--- config.mk ---
export PLATFORM = sky130hd
export DESIGN_NAME = acv_top
export DESIGN_NICKNAME = d
export VERILOG_FILES = /design/src/pkg/acv_pkg.sv /design/src/pkg/acv_conv_if.sv /design/src/design/acv_sar_core.sv /design/src/design/acv_top.sv
export SDC_FILE = /design/constraint.sdc
export NUM_CORES = 1
export LEC_CHECK = 0
export BUFFER_PORTS_ARGS = -buffer_cell sky130_fd_sc_hd__buf_2
export CAP_MARGIN = 20
export CORE_ASPECT_RATIO = 0.6
export CORE_MARGIN = 1
export CORE_UTILIZATION = 40
export CTS_BUF_LIST = sky130_fd_sc_hd__clkbuf_4
export DETAILED_ROUTE_END_ITERATION = 7
export PLACE_DENSITY_LB_ADDON = 0.25
export SETUP_SLACK_MARGIN = 0.02
export SKIP_CTS_REPAIR_TIMING = 1
export SLEW_MARGIN = 10
export SYNTH_ARGS = -nofsm -noshare
export SYNTH_HDL_FRONTEND = slang
export SYNTH_SLANG_ARGS = --single-unit
--- constraint.sdc ---
create_clock -name pclk -period 2.7 [get_ports pclk]
set_input_delay 0.405 -clock pclk [delete_from_list [all_inputs] [get_ports pclk]]
set_output_delay 0.405 -clock pclk [all_outputs]
set_load 0.005 [all_outputs]
--- src/pkg/acv_pkg.sv ---
// Shared constants and types for the converter control and result block
// Contract
// - Result is ten bits: high byte, two low
// - Result storage read-only, undefined after reset
// - Eight-bit mode: whole result in high byte
// - Ten-bit mode: high byte joined with low bits
// - Straight binary code, k/1024 gives k
// - Out-of-range input saturates at full scale or zero
// - Duration runs from start set to end flag
// - Ten-bit conversion lasts 56 conversion clocks
// - Eight-bit conversion lasts 48 conversion clocks
// - Clock select 00/16, 01/8, 10/1, 11/2
// - Resolution select: 0 eight-bit, 1 ten-bit, resets 0
// - Start bit clears itself when conversion ends
// - Completion sets end flag, irq flag, result
`default_nettype none

package acv_pkg;

  // ----------------------------------------------------------------
  // Bus geometry
  // ----------------------------------------------------------------
  localparam int ACV_AW = 12;                       // Byte address width
  localparam int ACV_RES_W = 10;                    // Result width

  // Register indices; byte address is four times the index
  localparam logic [7:0] ACV_IDX_CTRL = 8'hC8;      // Control and status
  localparam logic [7:0] ACV_IDX_RESH = 8'hC9;      // conversion_result_high
  localparam logic [7:0] ACV_IDX_CFG = 8'hCA;       // conversion_low_and_config
  localparam logic [7:0] ACV_IDX_IST = 8'hCB;       // Interrupt status
  localparam logic [7:0] ACV_IDX_ICLR = 8'hCC;      // Interrupt clear
  localparam logic [7:0] ACV_IDX_IEN = 8'hCD;       // Interrupt enable
  localparam logic [ACV_AW-1:0] ACV_ADDR_CTRL = {2'b00, ACV_IDX_CTRL, 2'b00};
  localparam logic [ACV_AW-1:0] ACV_ADDR_RESH = {2'b00, ACV_IDX_RESH, 2'b00};
  localparam logic [ACV_AW-1:0] ACV_ADDR_CFG = {2'b00, ACV_IDX_CFG, 2'b00};
  localparam logic [ACV_AW-1:0] ACV_ADDR_IST = {2'b00, ACV_IDX_IST, 2'b00};
  localparam logic [ACV_AW-1:0] ACV_ADDR_ICLR = {2'b00, ACV_IDX_ICLR, 2'b00};
  localparam logic [ACV_AW-1:0] ACV_ADDR_IEN = {2'b00, ACV_IDX_IEN, 2'b00};

  // ----------------------------------------------------------------
  // Field positions
  // ----------------------------------------------------------------
  localparam int ACV_CTRL_EN = 7;                   // Converter enable
  localparam int ACV_CTRL_START = 6;                // conversion_start_bit
  localparam int ACV_CTRL_EOC = 5;                  // End of conversion
  localparam int ACV_CFG_CKS1 = 6;                  // Divider select, high
  localparam int ACV_CFG_RES = 5;                   // resolution_select
  localparam int ACV_CFG_CKS0 = 4;                  // Divider select, low
  localparam int ACV_IST_IRQ = 0;                   // conversion_irq_flag

  // ----------------------------------------------------------------
  // Reset values
  // ----------------------------------------------------------------
  localparam logic       ACV_EN_RST = 1'b0;
  localparam logic       ACV_START_RST = 1'b0;
  localparam logic       ACV_EOC_RST = 1'b0;
  localparam logic       ACV_RES_RST = 1'b0;
  localparam logic [1:0] ACV_CKS_RST = 2'h0;
  localparam logic       ACV_IST_RST = 1'b0;
  localparam logic       ACV_IEN_RST = 1'b0;

  // ----------------------------------------------------------------
  // Timing counts, in conversion clocks and instruction clocks
  // ----------------------------------------------------------------
  localparam logic [1:0] ACV_TICKS_PER_SLOT = 2'h3; // Last tick index, 4 per slot
  localparam logic [3:0] ACV_SAMPLE_LAST = 4'h3;    // Four sampling slots
  localparam logic [3:0] ACV_LAST_SLOT_10 = 4'hD;   // 14 slots in ten-bit mode
  localparam logic [3:0] ACV_LAST_SLOT_8 = 4'hB;    // 12 slots in eight-bit mode
  localparam logic [4:0] ACV_DIV_SEL0 = 5'h10;      // Divide by 16
  localparam logic [4:0] ACV_DIV_SEL1 = 5'h08;      // Divide by 8
  localparam logic [4:0] ACV_DIV_SEL2 = 5'h01;      // Divide by 1
  localparam logic [4:0] ACV_DIV_SEL3 = 5'h02;      // Divide by 2
  localparam logic [ACV_RES_W-1:0] ACV_FIRST_BIT = 10'h200;

  // Sequencer states
  typedef enum logic [1:0] {
    ACV_ST_IDLE   = 2'b00,
    ACV_ST_SAMPLE = 2'b01,
    ACV_ST_CONV   = 2'b10
  } acv_state_t;

endpackage

`default_nettype wire

--- src/pkg/acv_conv_if.sv ---
// Link between the sequencer and the approximation register
`timescale 1ns/100ps
`default_nettype none

interface acv_conv_if;
  logic                        load;       // Seed first trial code
  logic                        decide;     // Settle current bit
  logic                        finish;     // Last bit, store result
  logic                        ten_bit;    // Ten-bit resolution
  logic                        cmp_above;  // Input at or above trial
  logic [acv_pkg::ACV_RES_W-1:0] trial;    // Trial code to the DAC
  logic [acv_pkg::ACV_RES_W-1:0] result;   // Stored conversion result

  // Sequencer side
  modport top (output load, decide, finish, ten_bit, cmp_above, input trial, result);
  // Approximation register side
  modport core (input load, decide, finish, ten_bit, cmp_above, output trial, result);
endinterface

`default_nettype wire

--- src/design/acv_sar_core.sv ---
// Successive approximation register and result store
`timescale 1ns/100ps
`default_nettype none

module acv_sar_core (
  // Clock and reset
  input  wire logic clk,
  input  wire logic rst_n,
  // Sequencer link
  acv_conv_if.core  cif
);
  import acv_pkg::*;

  logic [ACV_RES_W-1:0] trial_q, trial_d;   // Current trial code
  logic [ACV_RES_W-1:0] mask_q, mask_d;     // Bit under test
  logic [ACV_RES_W-1:0] result_q, result_d; // Stored result
  logic [ACV_RES_W-1:0] kept_w;             // Trial after the decision

  // ----------------------------------------------------------------
  // Bit decisions
  // ----------------------------------------------------------------
  always_comb begin
    // MSB first, binary weights; comparator saturates ends
    kept_w = cif.cmp_above ? trial_q : (trial_q & ~mask_q);
    trial_d = trial_q;
    mask_d = mask_q;
    result_d = result_q;
    if (cif.load) begin
      trial_d = ACV_FIRST_BIT;
      mask_d = ACV_FIRST_BIT;
    end else if (cif.decide) begin
      mask_d = mask_q >> 1;
      trial_d = cif.finish ? kept_w : (kept_w | mask_d);
      if (cif.finish) begin
        result_d = cif.ten_bit ? kept_w : {kept_w[ACV_RES_W-1:2], 2'b00};
      end
    end
  end

  // Trial and mask registers
  always_ff @(posedge clk or negedge rst_n) begin
    if (!rst_n) begin
      trial_q <= '0;
      mask_q <= '0;
    end else begin
      trial_q <= trial_d;
      mask_q <= mask_d;
    end
  end

  always_ff @(posedge clk) begin
    result_q <= result_d;
  end

  assign cif.trial = trial_q;
  assign cif.result = result_q;

endmodule // acv_sar_core

`default_nettype wire

--- src/design/acv_top.sv ---
// Converter control, timing and APB register slave
`timescale 1ns/100ps
`default_nettype none

module acv_top (
  // Clock and reset
  input  wire logic                          pclk,
  input  wire logic                          presetn,
  // APB slave
  input  wire logic                          psel,
  input  wire logic                          penable,
  input  wire logic                          pwrite,
  input  wire logic [acv_pkg::ACV_AW-1:0]    paddr,
  input  wire logic [31:0]                   pwdata,
  input  wire logic [3:0]                    pstrb,
  output logic      [31:0]                   prdata,
  output logic                               pready,
  output logic                               pslverr,
  // Analog front end
  input  wire logic                          cmp_above,
  output logic      [acv_pkg::ACV_RES_W-1:0] dac_code,
  output logic                               sample_en,
  output logic                               conv_enable,
  // Interrupt
  output logic                               irq
);
  import acv_pkg::*;

  // ----------------------------------------------------------------
  // Declarations
  // ----------------------------------------------------------------

  // Bus phase and decode
  logic        setup_w;          // Setup phase of a transfer
  logic        access_w;         // Completing access phase
  logic        wr_w;             // Write takes effect this edge
  logic        hit_ctrl;         // Control register hit
  logic        hit_resh;         // Result high byte hit
  logic        hit_cfg;          // Low bits and config hit
  logic        hit_ist;          // Interrupt status hit
  logic        hit_iclr;         // Interrupt clear hit
  logic        hit_ien;          // Interrupt enable hit
  logic        hit_any;          // Any mapped register
  logic [7:0]  rd_byte;          // Read data of the hit register

  // Bus answer registers
  logic [31:0] prdata_q, prdata_d;
  logic        pready_q, pready_d;
  logic        pslverr_q, pslverr_d;

  // Software-visible control state
  logic        en_q, en_d;       // Converter enable
  logic        start_q, start_d; // conversion_start_bit
  logic        eoc_q, eoc_d;     // End of conversion
  logic        res_q, res_d;     // resolution_select
  logic [1:0]  cks_q, cks_d;     // conversion_clock_divider_select
  logic        ist_q, ist_d;     // conversion_irq_flag, sticky
  logic        ien_q, ien_d;     // Interrupt enable
  logic        irq_q, irq_d;     // Interrupt output
  logic        go_w;             // Accepted start request

  // Sequencer state
  acv_state_t  state_q, state_d;
  logic [4:0]  div_q, div_d;     // Latched divide ratio
  logic [4:0]  dcnt_q, dcnt_d;   // Instruction clocks within a tick
  logic [1:0]  phase_q, phase_d; // Tick within a slot
  logic [3:0]  slot_q, slot_d;   // Slot within the conversion
  logic        ten_q, ten_d;     // Latched resolution
  logic        samp_q, samp_d;   // Sampling window output
  logic        tick_w;           // Conversion clock tick
  logic        slot_end_w;       // Last tick of a slot
  logic        done_w;           // Conversion completes this edge
  logic        load_w;           // Seed the first trial
  logic        decide_w;         // Settle one bit
  logic [3:0]  last_slot_w;      // Final slot for the resolution

  // Link to the approximation register
  acv_conv_if sar_if ();

  // ----------------------------------------------------------------
  // Divider ratio lookup
  // ----------------------------------------------------------------

  function automatic logic [4:0] div_of(input logic [1:0] sel);
    case (sel)
      2'b00:   div_of = ACV_DIV_SEL0;
      2'b01:   div_of = ACV_DIV_SEL1;
      2'b10:   div_of = ACV_DIV_SEL2;
      2'b11:   div_of = ACV_DIV_SEL3;
      default: div_of = ACV_DIV_SEL0;
    endcase
  endfunction

  // ----------------------------------------------------------------
  // APB decode and read mux
  // ----------------------------------------------------------------

  // Phase detection and address decode
  always_comb begin
    setup_w = psel & ~penable;
    access_w = psel & penable & pready_q;
    // Writes need the low byte lane and a mapped address
    wr_w = access_w & pwrite & pstrb[0] & ~pslverr_q;
    hit_ctrl = (paddr == ACV_ADDR_CTRL);
    hit_resh = (paddr == ACV_ADDR_RESH);
    hit_cfg = (paddr == ACV_ADDR_CFG);
    hit_ist = (paddr == ACV_ADDR_IST);
    hit_iclr = (paddr == ACV_ADDR_ICLR);
    hit_ien = (paddr == ACV_ADDR_IEN);
    hit_any = hit_ctrl | hit_resh | hit_cfg | hit_ist | hit_iclr | hit_ien;
  end

  // Read data by register; unused bits read as zero
  always_comb begin
    rd_byte = 8'h00;
    if (hit_ctrl) begin
      rd_byte[ACV_CTRL_EN] = en_q;
      rd_byte[ACV_CTRL_START] = start_q;
      rd_byte[ACV_CTRL_EOC] = eoc_q;
    end else if (hit_resh) begin
      // high byte carries bits 9 to 2
      rd_byte = sar_if.result[ACV_RES_W-1:2];
    end else if (hit_cfg) begin
      rd_byte[ACV_CFG_CKS1] = cks_q[1];
      rd_byte[ACV_CFG_RES] = res_q;
      rd_byte[ACV_CFG_CKS0] = cks_q[0];
      // low result bits in bits 1:0
      rd_byte[1:0] = sar_if.result[1:0];
    end else if (hit_ist) begin
      rd_byte[ACV_IST_IRQ] = ist_q;
    end else if (hit_ien) begin
      rd_byte[ACV_IST_IRQ] = ien_q;
    end
  end

  // Answer: data and status captured in setup, ready in access
  always_comb begin
    prdata_d = prdata_q;
    if (setup_w) begin
      prdata_d = {24'h00_0000, rd_byte};
    end
    pready_d = setup_w;
    // Unmapped addresses answer with an error
    pslverr_d = setup_w & ~hit_any;
  end

  // Bus answer registers
  always_ff @(posedge pclk or negedge presetn) begin
    if (!presetn) begin
      prdata_q <= 32'h0000_0000;
      pready_q <= 1'b0;
      pslverr_q <= 1'b0;
    end else begin
      prdata_q <= prdata_d;
      pready_q <= pready_d;
      pslverr_q <= pslverr_d;
    end
  end

  // ----------------------------------------------------------------
  // Control, status and interrupt registers
  // ----------------------------------------------------------------

  // Next control state from writes and conversion events
  always_comb begin
    en_d = en_q;
    start_d = start_q;
    eoc_d = eoc_q;
    res_d = res_q;
    cks_d = cks_q;
    ist_d = ist_q;
    ien_d = ien_q;
    go_w = 1'b0;
    // Control writes; writing zero to the end flag clears it
    if (wr_w && hit_ctrl) begin
      en_d = pwdata[ACV_CTRL_EN];
      if (!pwdata[ACV_CTRL_EOC]) begin
        eoc_d = 1'b0;
      end
      // A start while one runs is ignored
      if (pwdata[ACV_CTRL_START] && pwdata[ACV_CTRL_EN] && !start_q) begin
        go_w = 1'b1;
      end
    end
    if (wr_w && hit_cfg) begin
      res_d = pwdata[ACV_CFG_RES];
      cks_d = {pwdata[ACV_CFG_CKS1], pwdata[ACV_CFG_CKS0]};
    end
    // Write-one clears the sticky flag
    if (wr_w && hit_iclr && pwdata[ACV_IST_IRQ]) begin
      ist_d = 1'b0;
    end
    if (wr_w && hit_ien) begin
      ien_d = pwdata[ACV_IST_IRQ];
    end
    // start bit set opens the measured interval
    if (go_w) begin
      start_d = 1'b1;
      eoc_d = 1'b0;
    end
    // Disabling the converter abandons a conversion
    if (!en_d) begin
      start_d = 1'b0;
    end
    // completion wins over any clear this edge
    if (done_w) begin
      start_d = 1'b0;
      eoc_d = 1'b1;
      ist_d = 1'b1;
    end
    // Level interrupt while an enabled flag is set
    irq_d = ist_d & ien_d;
  end

  // Control registers
  always_ff @(posedge pclk or negedge presetn) begin
    if (!presetn) begin
      en_q <= ACV_EN_RST;
      start_q <= ACV_START_RST;
      eoc_q <= ACV_EOC_RST;
      res_q <= ACV_RES_RST;
      cks_q <= ACV_CKS_RST;
      ist_q <= ACV_IST_RST;
      ien_q <= ACV_IEN_RST;
      irq_q <= 1'b0;
    end else begin
      en_q <= en_d;
      start_q <= start_d;
      eoc_q <= eoc_d;
      res_q <= res_d;
      cks_q <= cks_d;
      ist_q <= ist_d;
      ien_q <= ien_d;
      irq_q <= irq_d;
    end
  end

  // ----------------------------------------------------------------
  // Conversion sequencer
  // ----------------------------------------------------------------

  // Slots, ticks and the divided conversion clock
  always_comb begin
    state_d = state_q;
    div_d = div_q;
    dcnt_d = dcnt_q;
    phase_d = phase_q;
    slot_d = slot_q;
    ten_d = ten_q;
    load_w = 1'b0;
    decide_w = 1'b0;
    done_w = 1'b0;
    tick_w = (state_q != ACV_ST_IDLE) && (dcnt_q == div_q - 5'h01);
    slot_end_w = tick_w && (phase_q == ACV_TICKS_PER_SLOT);
    // 14 or 12 slots of four ticks
    last_slot_w = ten_q ? ACV_LAST_SLOT_10 : ACV_LAST_SLOT_8;
    // Advance counters while running
    if (state_q != ACV_ST_IDLE) begin
      dcnt_d = tick_w ? 5'h00 : dcnt_q + 5'h01;
      if (tick_w) begin
        phase_d = phase_q + 2'h1;
      end
      if (slot_end_w) begin
        slot_d = slot_q + 4'h1;
      end
    end
    case (state_q)
      ACV_ST_IDLE: begin
        // Latch timing and resolution at the start
        if (go_w) begin
          state_d = ACV_ST_SAMPLE;
          div_d = div_of(cks_q);
          ten_d = res_q;
          dcnt_d = 5'h00;
          phase_d = 2'h0;
          slot_d = 4'h0;
        end
      end
      ACV_ST_SAMPLE: begin
        // Sampling window, then seed the MSB trial
        if (slot_end_w && slot_q == ACV_SAMPLE_LAST) begin
          state_d = ACV_ST_CONV;
          load_w = 1'b1;
        end
      end
      ACV_ST_CONV: begin
        // One bit settles at the end of each slot
        if (slot_end_w) begin
          decide_w = 1'b1;
          // result stored on the end-flag edge
          if (slot_q == last_slot_w) begin
            done_w = en_q;
            state_d = ACV_ST_IDLE;
          end
        end
      end
      default: begin
        state_d = ACV_ST_IDLE;
      end
    endcase
    // Disable aborts; a start that also sets enable is let through
    if (!en_q && !go_w) begin
      state_d = ACV_ST_IDLE;
      load_w = 1'b0;
      decide_w = 1'b0;
    end
    samp_d = (state_d == ACV_ST_SAMPLE);
  end

  // Sequencer registers
  always_ff @(posedge pclk or negedge presetn) begin
    if (!presetn) begin
      state_q <= ACV_ST_IDLE;
      div_q <= ACV_DIV_SEL0;
      dcnt_q <= 5'h00;
      phase_q <= 2'h0;
      slot_q <= 4'h0;
      ten_q <= ACV_RES_RST;
      samp_q <= 1'b0;
    end else begin
      state_q <= state_d;
      div_q <= div_d;
      dcnt_q <= dcnt_d;
      phase_q <= phase_d;
      slot_q <= slot_d;
      ten_q <= ten_d;
      samp_q <= samp_d;
    end
  end

  // ----------------------------------------------------------------
  // Approximation register
  // ----------------------------------------------------------------

  // Strobes and comparator to the register
  assign sar_if.load = load_w;
  assign sar_if.decide = decide_w;
  assign sar_if.finish = done_w;
  assign sar_if.ten_bit = ten_q;
  assign sar_if.cmp_above = cmp_above;

  // Bit decisions and result store
  acv_sar_core u_core (
    .clk   (pclk),
    .rst_n (presetn),
    .cif   (sar_if.core)
  );

  // ----------------------------------------------------------------
  // Outputs
  // ----------------------------------------------------------------

  // All outputs come from registers
  assign prdata = prdata_q;
  assign pready = pready_q;
  assign pslverr = pslverr_q;
  assign dac_code = sar_if.trial;
  assign sample_en = samp_q;
  assign conv_enable = en_q;
  assign irq = irq_q;

endmodule // acv_top

`default_nettype wire

==> results.py <==
metrics = {
    "die": {
        "io_pins": 101,
        "dieArea_um2": 9170,
        "rows": 26,
        "die-width_um": 123,
        "start_util_pct": 41.2,
        "coreArea_um2": 8520,
        "fp.dieH_um": 74.6,
    },
    "placement": {
        "numPortBuffers": 46,
        "place_hpwl_um": 5660,
        "globalplace.congestion": 0.837,
        "numPlacedInstances": 479,
    },
    "synth": {
        "syn_area_um2": 3510,
        "synthCells": 328,
        "ys_seq_area_share_pct": 49.9,
        "synth_top_area_share_pct": 40.6,
        "synth_area_leaders": "dfrtp_1 41%, edfxtp_1 8.6%, buf_4 5.6%",
        "synth-edff-count": 10,
        "yosys_register_bits": 68,
        "ys_warn_count": 0,
        "syn_area_per_cell_um2": 10.7,
        "synth_cell_type_count": 64,
        "async_flop_share_pct": 85.3,
        "synthFlopType": "dfrtp_1",
        "yosysTopAreaCell": "dfrtp_1",
    },
    "finish": {
        "syn_to_final_growth_pct": 10.7,
        "mostFrequentLayoutCell": "dfrtp_1",
        "antennaDiodeCount": 0,
        "layout.nets": 437,
        "fillers": 831,
        "mostFrequentLayoutCells": "57 x dfrtp_1, 46 x buf_2, 30 x nand2_1, 24 x conb_1, 21 x nor2_1",
        "multi_input_area_um2": 1560,
        "drive_above_1_share_pct": 22.5,
        "seqCellArea_um2": 1750,
        "final_cells": 495,
    },
    "global_routing": {
        "top_usage_layer": "met1",
        "gr-usage-met1_pct": 29.5,
        "gr-total-overflow": 0,
        "grt_util_met2_pct": 24.0,
        "grt_util_met3_pct": 7.36,
        "grt.total_usage_pct": 18.9,
        "grt_pass1_vias": 2383,
        "grt_max_degree": 59,
        "grt_pass1_wl_um": 12500,
        "antenna_found_initial": 0,
    },
    "clock_network": {
        "cts_tree": "yes",
        "clock_latency_ns": 0.44,
        "htree_levels": 3,
        "clk_pin_slew_ns": 0.12,
        "cts_buffer_depth": 2,
        "cts.sinks": 68,
        "cts_root_buffer": "clkbuf_4",
        "numCtsBuffers": 9,
    },
    "outcome": {
        "status": "complete, no violations",
    },
    "detailed_routing": {
        "vias": 2633,
        "routed_wl_um": 8050,
        "drc_errors": 0,
        "wire_per_inst_um": 16.3,
        "viasPerCell": 5.32,
        "detail-route-antenna-nets": 0,
        "drtIter0Drc": 189,
        "dr.pass1.iters": 4,
    },
    "run": {
        "maxCapViolations": 0,
    },
    "timing": {
        "fin_skew_ns": 0.0137,
        "fin_crit_ns": 2.34,
        "fin_crit_sh_pct": 86.8,
        "rsz0062_at_grt": "no",
        "worstMarginPinSlew_ns": 0.766,
        "final-hold-violation-count": 0,
        "setup_viol": 0,
        "tns_ns": 0,
        "relSlewSlack_pct": 48.9,
        "slew_violations": 0,
        "fmax_ghz": 0.426,
    },
    "setup_path": {
        "r2r_slack_ns": 0.36,
        "endpoint_kind": "flip-flop",
        "reg2reg_to": "irq",
        "startpoint_type": "flip-flop",
        "cp.required_ns": 3.08,
        "r2r_cells": 9,
        "critPathArrivalTime_ns": 2.72,
        "worstPathMaxFanout": 12,
        "setup.worst_path.class": "flip-flop to flip-flop",
        "worstReg2RegStart": "div_q[0]",
    },
    "power_and_ir_drop": {
        "power_density_nw_per_um2": 457,
        "leakagePower_nw": 1.86,
        "vdd_drop_max_mv": 0.246,
    },
    "min_path": {
        "hold_class": "input port to asynchronous set/reset pin",
    },
}
-- report_power, final --
| part | total, mW | switching, mW | internal [mW] |
|---|---|---|---|
| sequential | 1.04 | 0.000739 | 1.04 |
| combinational | 0.0817 | 0.0580 | 0.0237 |
| clock | 0.654 | 0.371 | 0.283 |
-- registers in the layout, indices dropped and copies added (netlist names), 2 cells and up --
name / cells
u_core.cif.result: 10
u_core.cif.trial: 10
u_core.mask_q: 10
prdata: 8
dcnt_q: 5
div_q: 4
slot_q: 4
cks_q: 2
phase_q: 2
state_q: 2
-- logic make-up after synthesis --
logic type	after synthesis	synth area share, %
AND/OR/NAND/NOR	108	17.0
AO/OA/AOI/OAI	82	17.4
flip-flops	68	49.9
buffers and inverters	45	8.20
XOR/XNOR	11	3.14
multiplexers	8	2.46
adder cells (fa/ha/maj)	5	1.78
other	1	0.107
-- per-layer routing --
metal	share of wire, %	up-vias
met3	8.8	8
li1	-	1255
met4	0.76	0
met5	0	-
met1	53	1258
met2	38	112
-- cells in the mapped netlist, drive strengths merged (4+ instances only) --
cell / count
a21boi: 8
a21o: 8
a21oi: 9
a22o: 17
and2: 4
buf: 32
dfrtp: 57
edfxtp: 10
ha: 5
inv: 10
mux2: 5
nand2: 30
nand3: 12
nand4: 9
nor2: 22
nor3: 6
o21ai: 12
o22ai: 4
or2: 4
xor2: 7
-- stage by stage --
stage | instance area, µm² | power, mW | util [%] | setup WS, ns | hold slack [ns]
6_report | 3880 | 1.77 | 45.6 | 0.355 | 0.108
5_1_grt | 3880 | 1.85 | 45.6 | 0.148 | 0.140
4_1_cts | 3880 | 1.79 | 45.6 | 0.362 | 0.128
3_5_place_dp | 3750 | 1.14 | 44.1 | 0.414 | 0.478
3_3_place_gp | 3750 | 1.14 | 44.1 | 0.414 | 0.460
2_1_floorplan | 3600 | 1.12 | - | 0.612 | 0.109
-- cell type report --
cell class	count	area share, %
Tap cell	112	3.61
Timing Repair Buffer	51	6.89
Clock inverter	6	1.42
Clock buffer	10	1.93
Inverter	10	0.966
Sequential cell	68	45.1
Multi-Input combinational cell	238	40.1
-- worst max-delay path: stages (launching register included) --
cell	delay, ns
dfrtp_1	0.40
inv_1	0.06
ha_1	0.22
ha_1	0.31
xor2_1	0.19
o2111ai_1	0.12
or2_1	0.24
inv_1	0.38
a2bb2oi_1	0.19
o221a_2	0.18
-- how the worst max path moves through the flow --
stage | slack, ns | from | to | cells past startpoint
floorplan | 0.61 | div_q[0] | irq | 9
global placement | 0.41 | div_q[0] | irq | 9
detailed placement | 0.41 | div_q[0] | irq | 9
CTS | 0.36 | div_q[0] | irq | 9
global route | 0.15 | div_q[0] | u_core.mask_q[9] | 8
finish | 0.36 | div_q[0] | irq | 9
No activity file was read; power rests on OpenSTA's default activity.
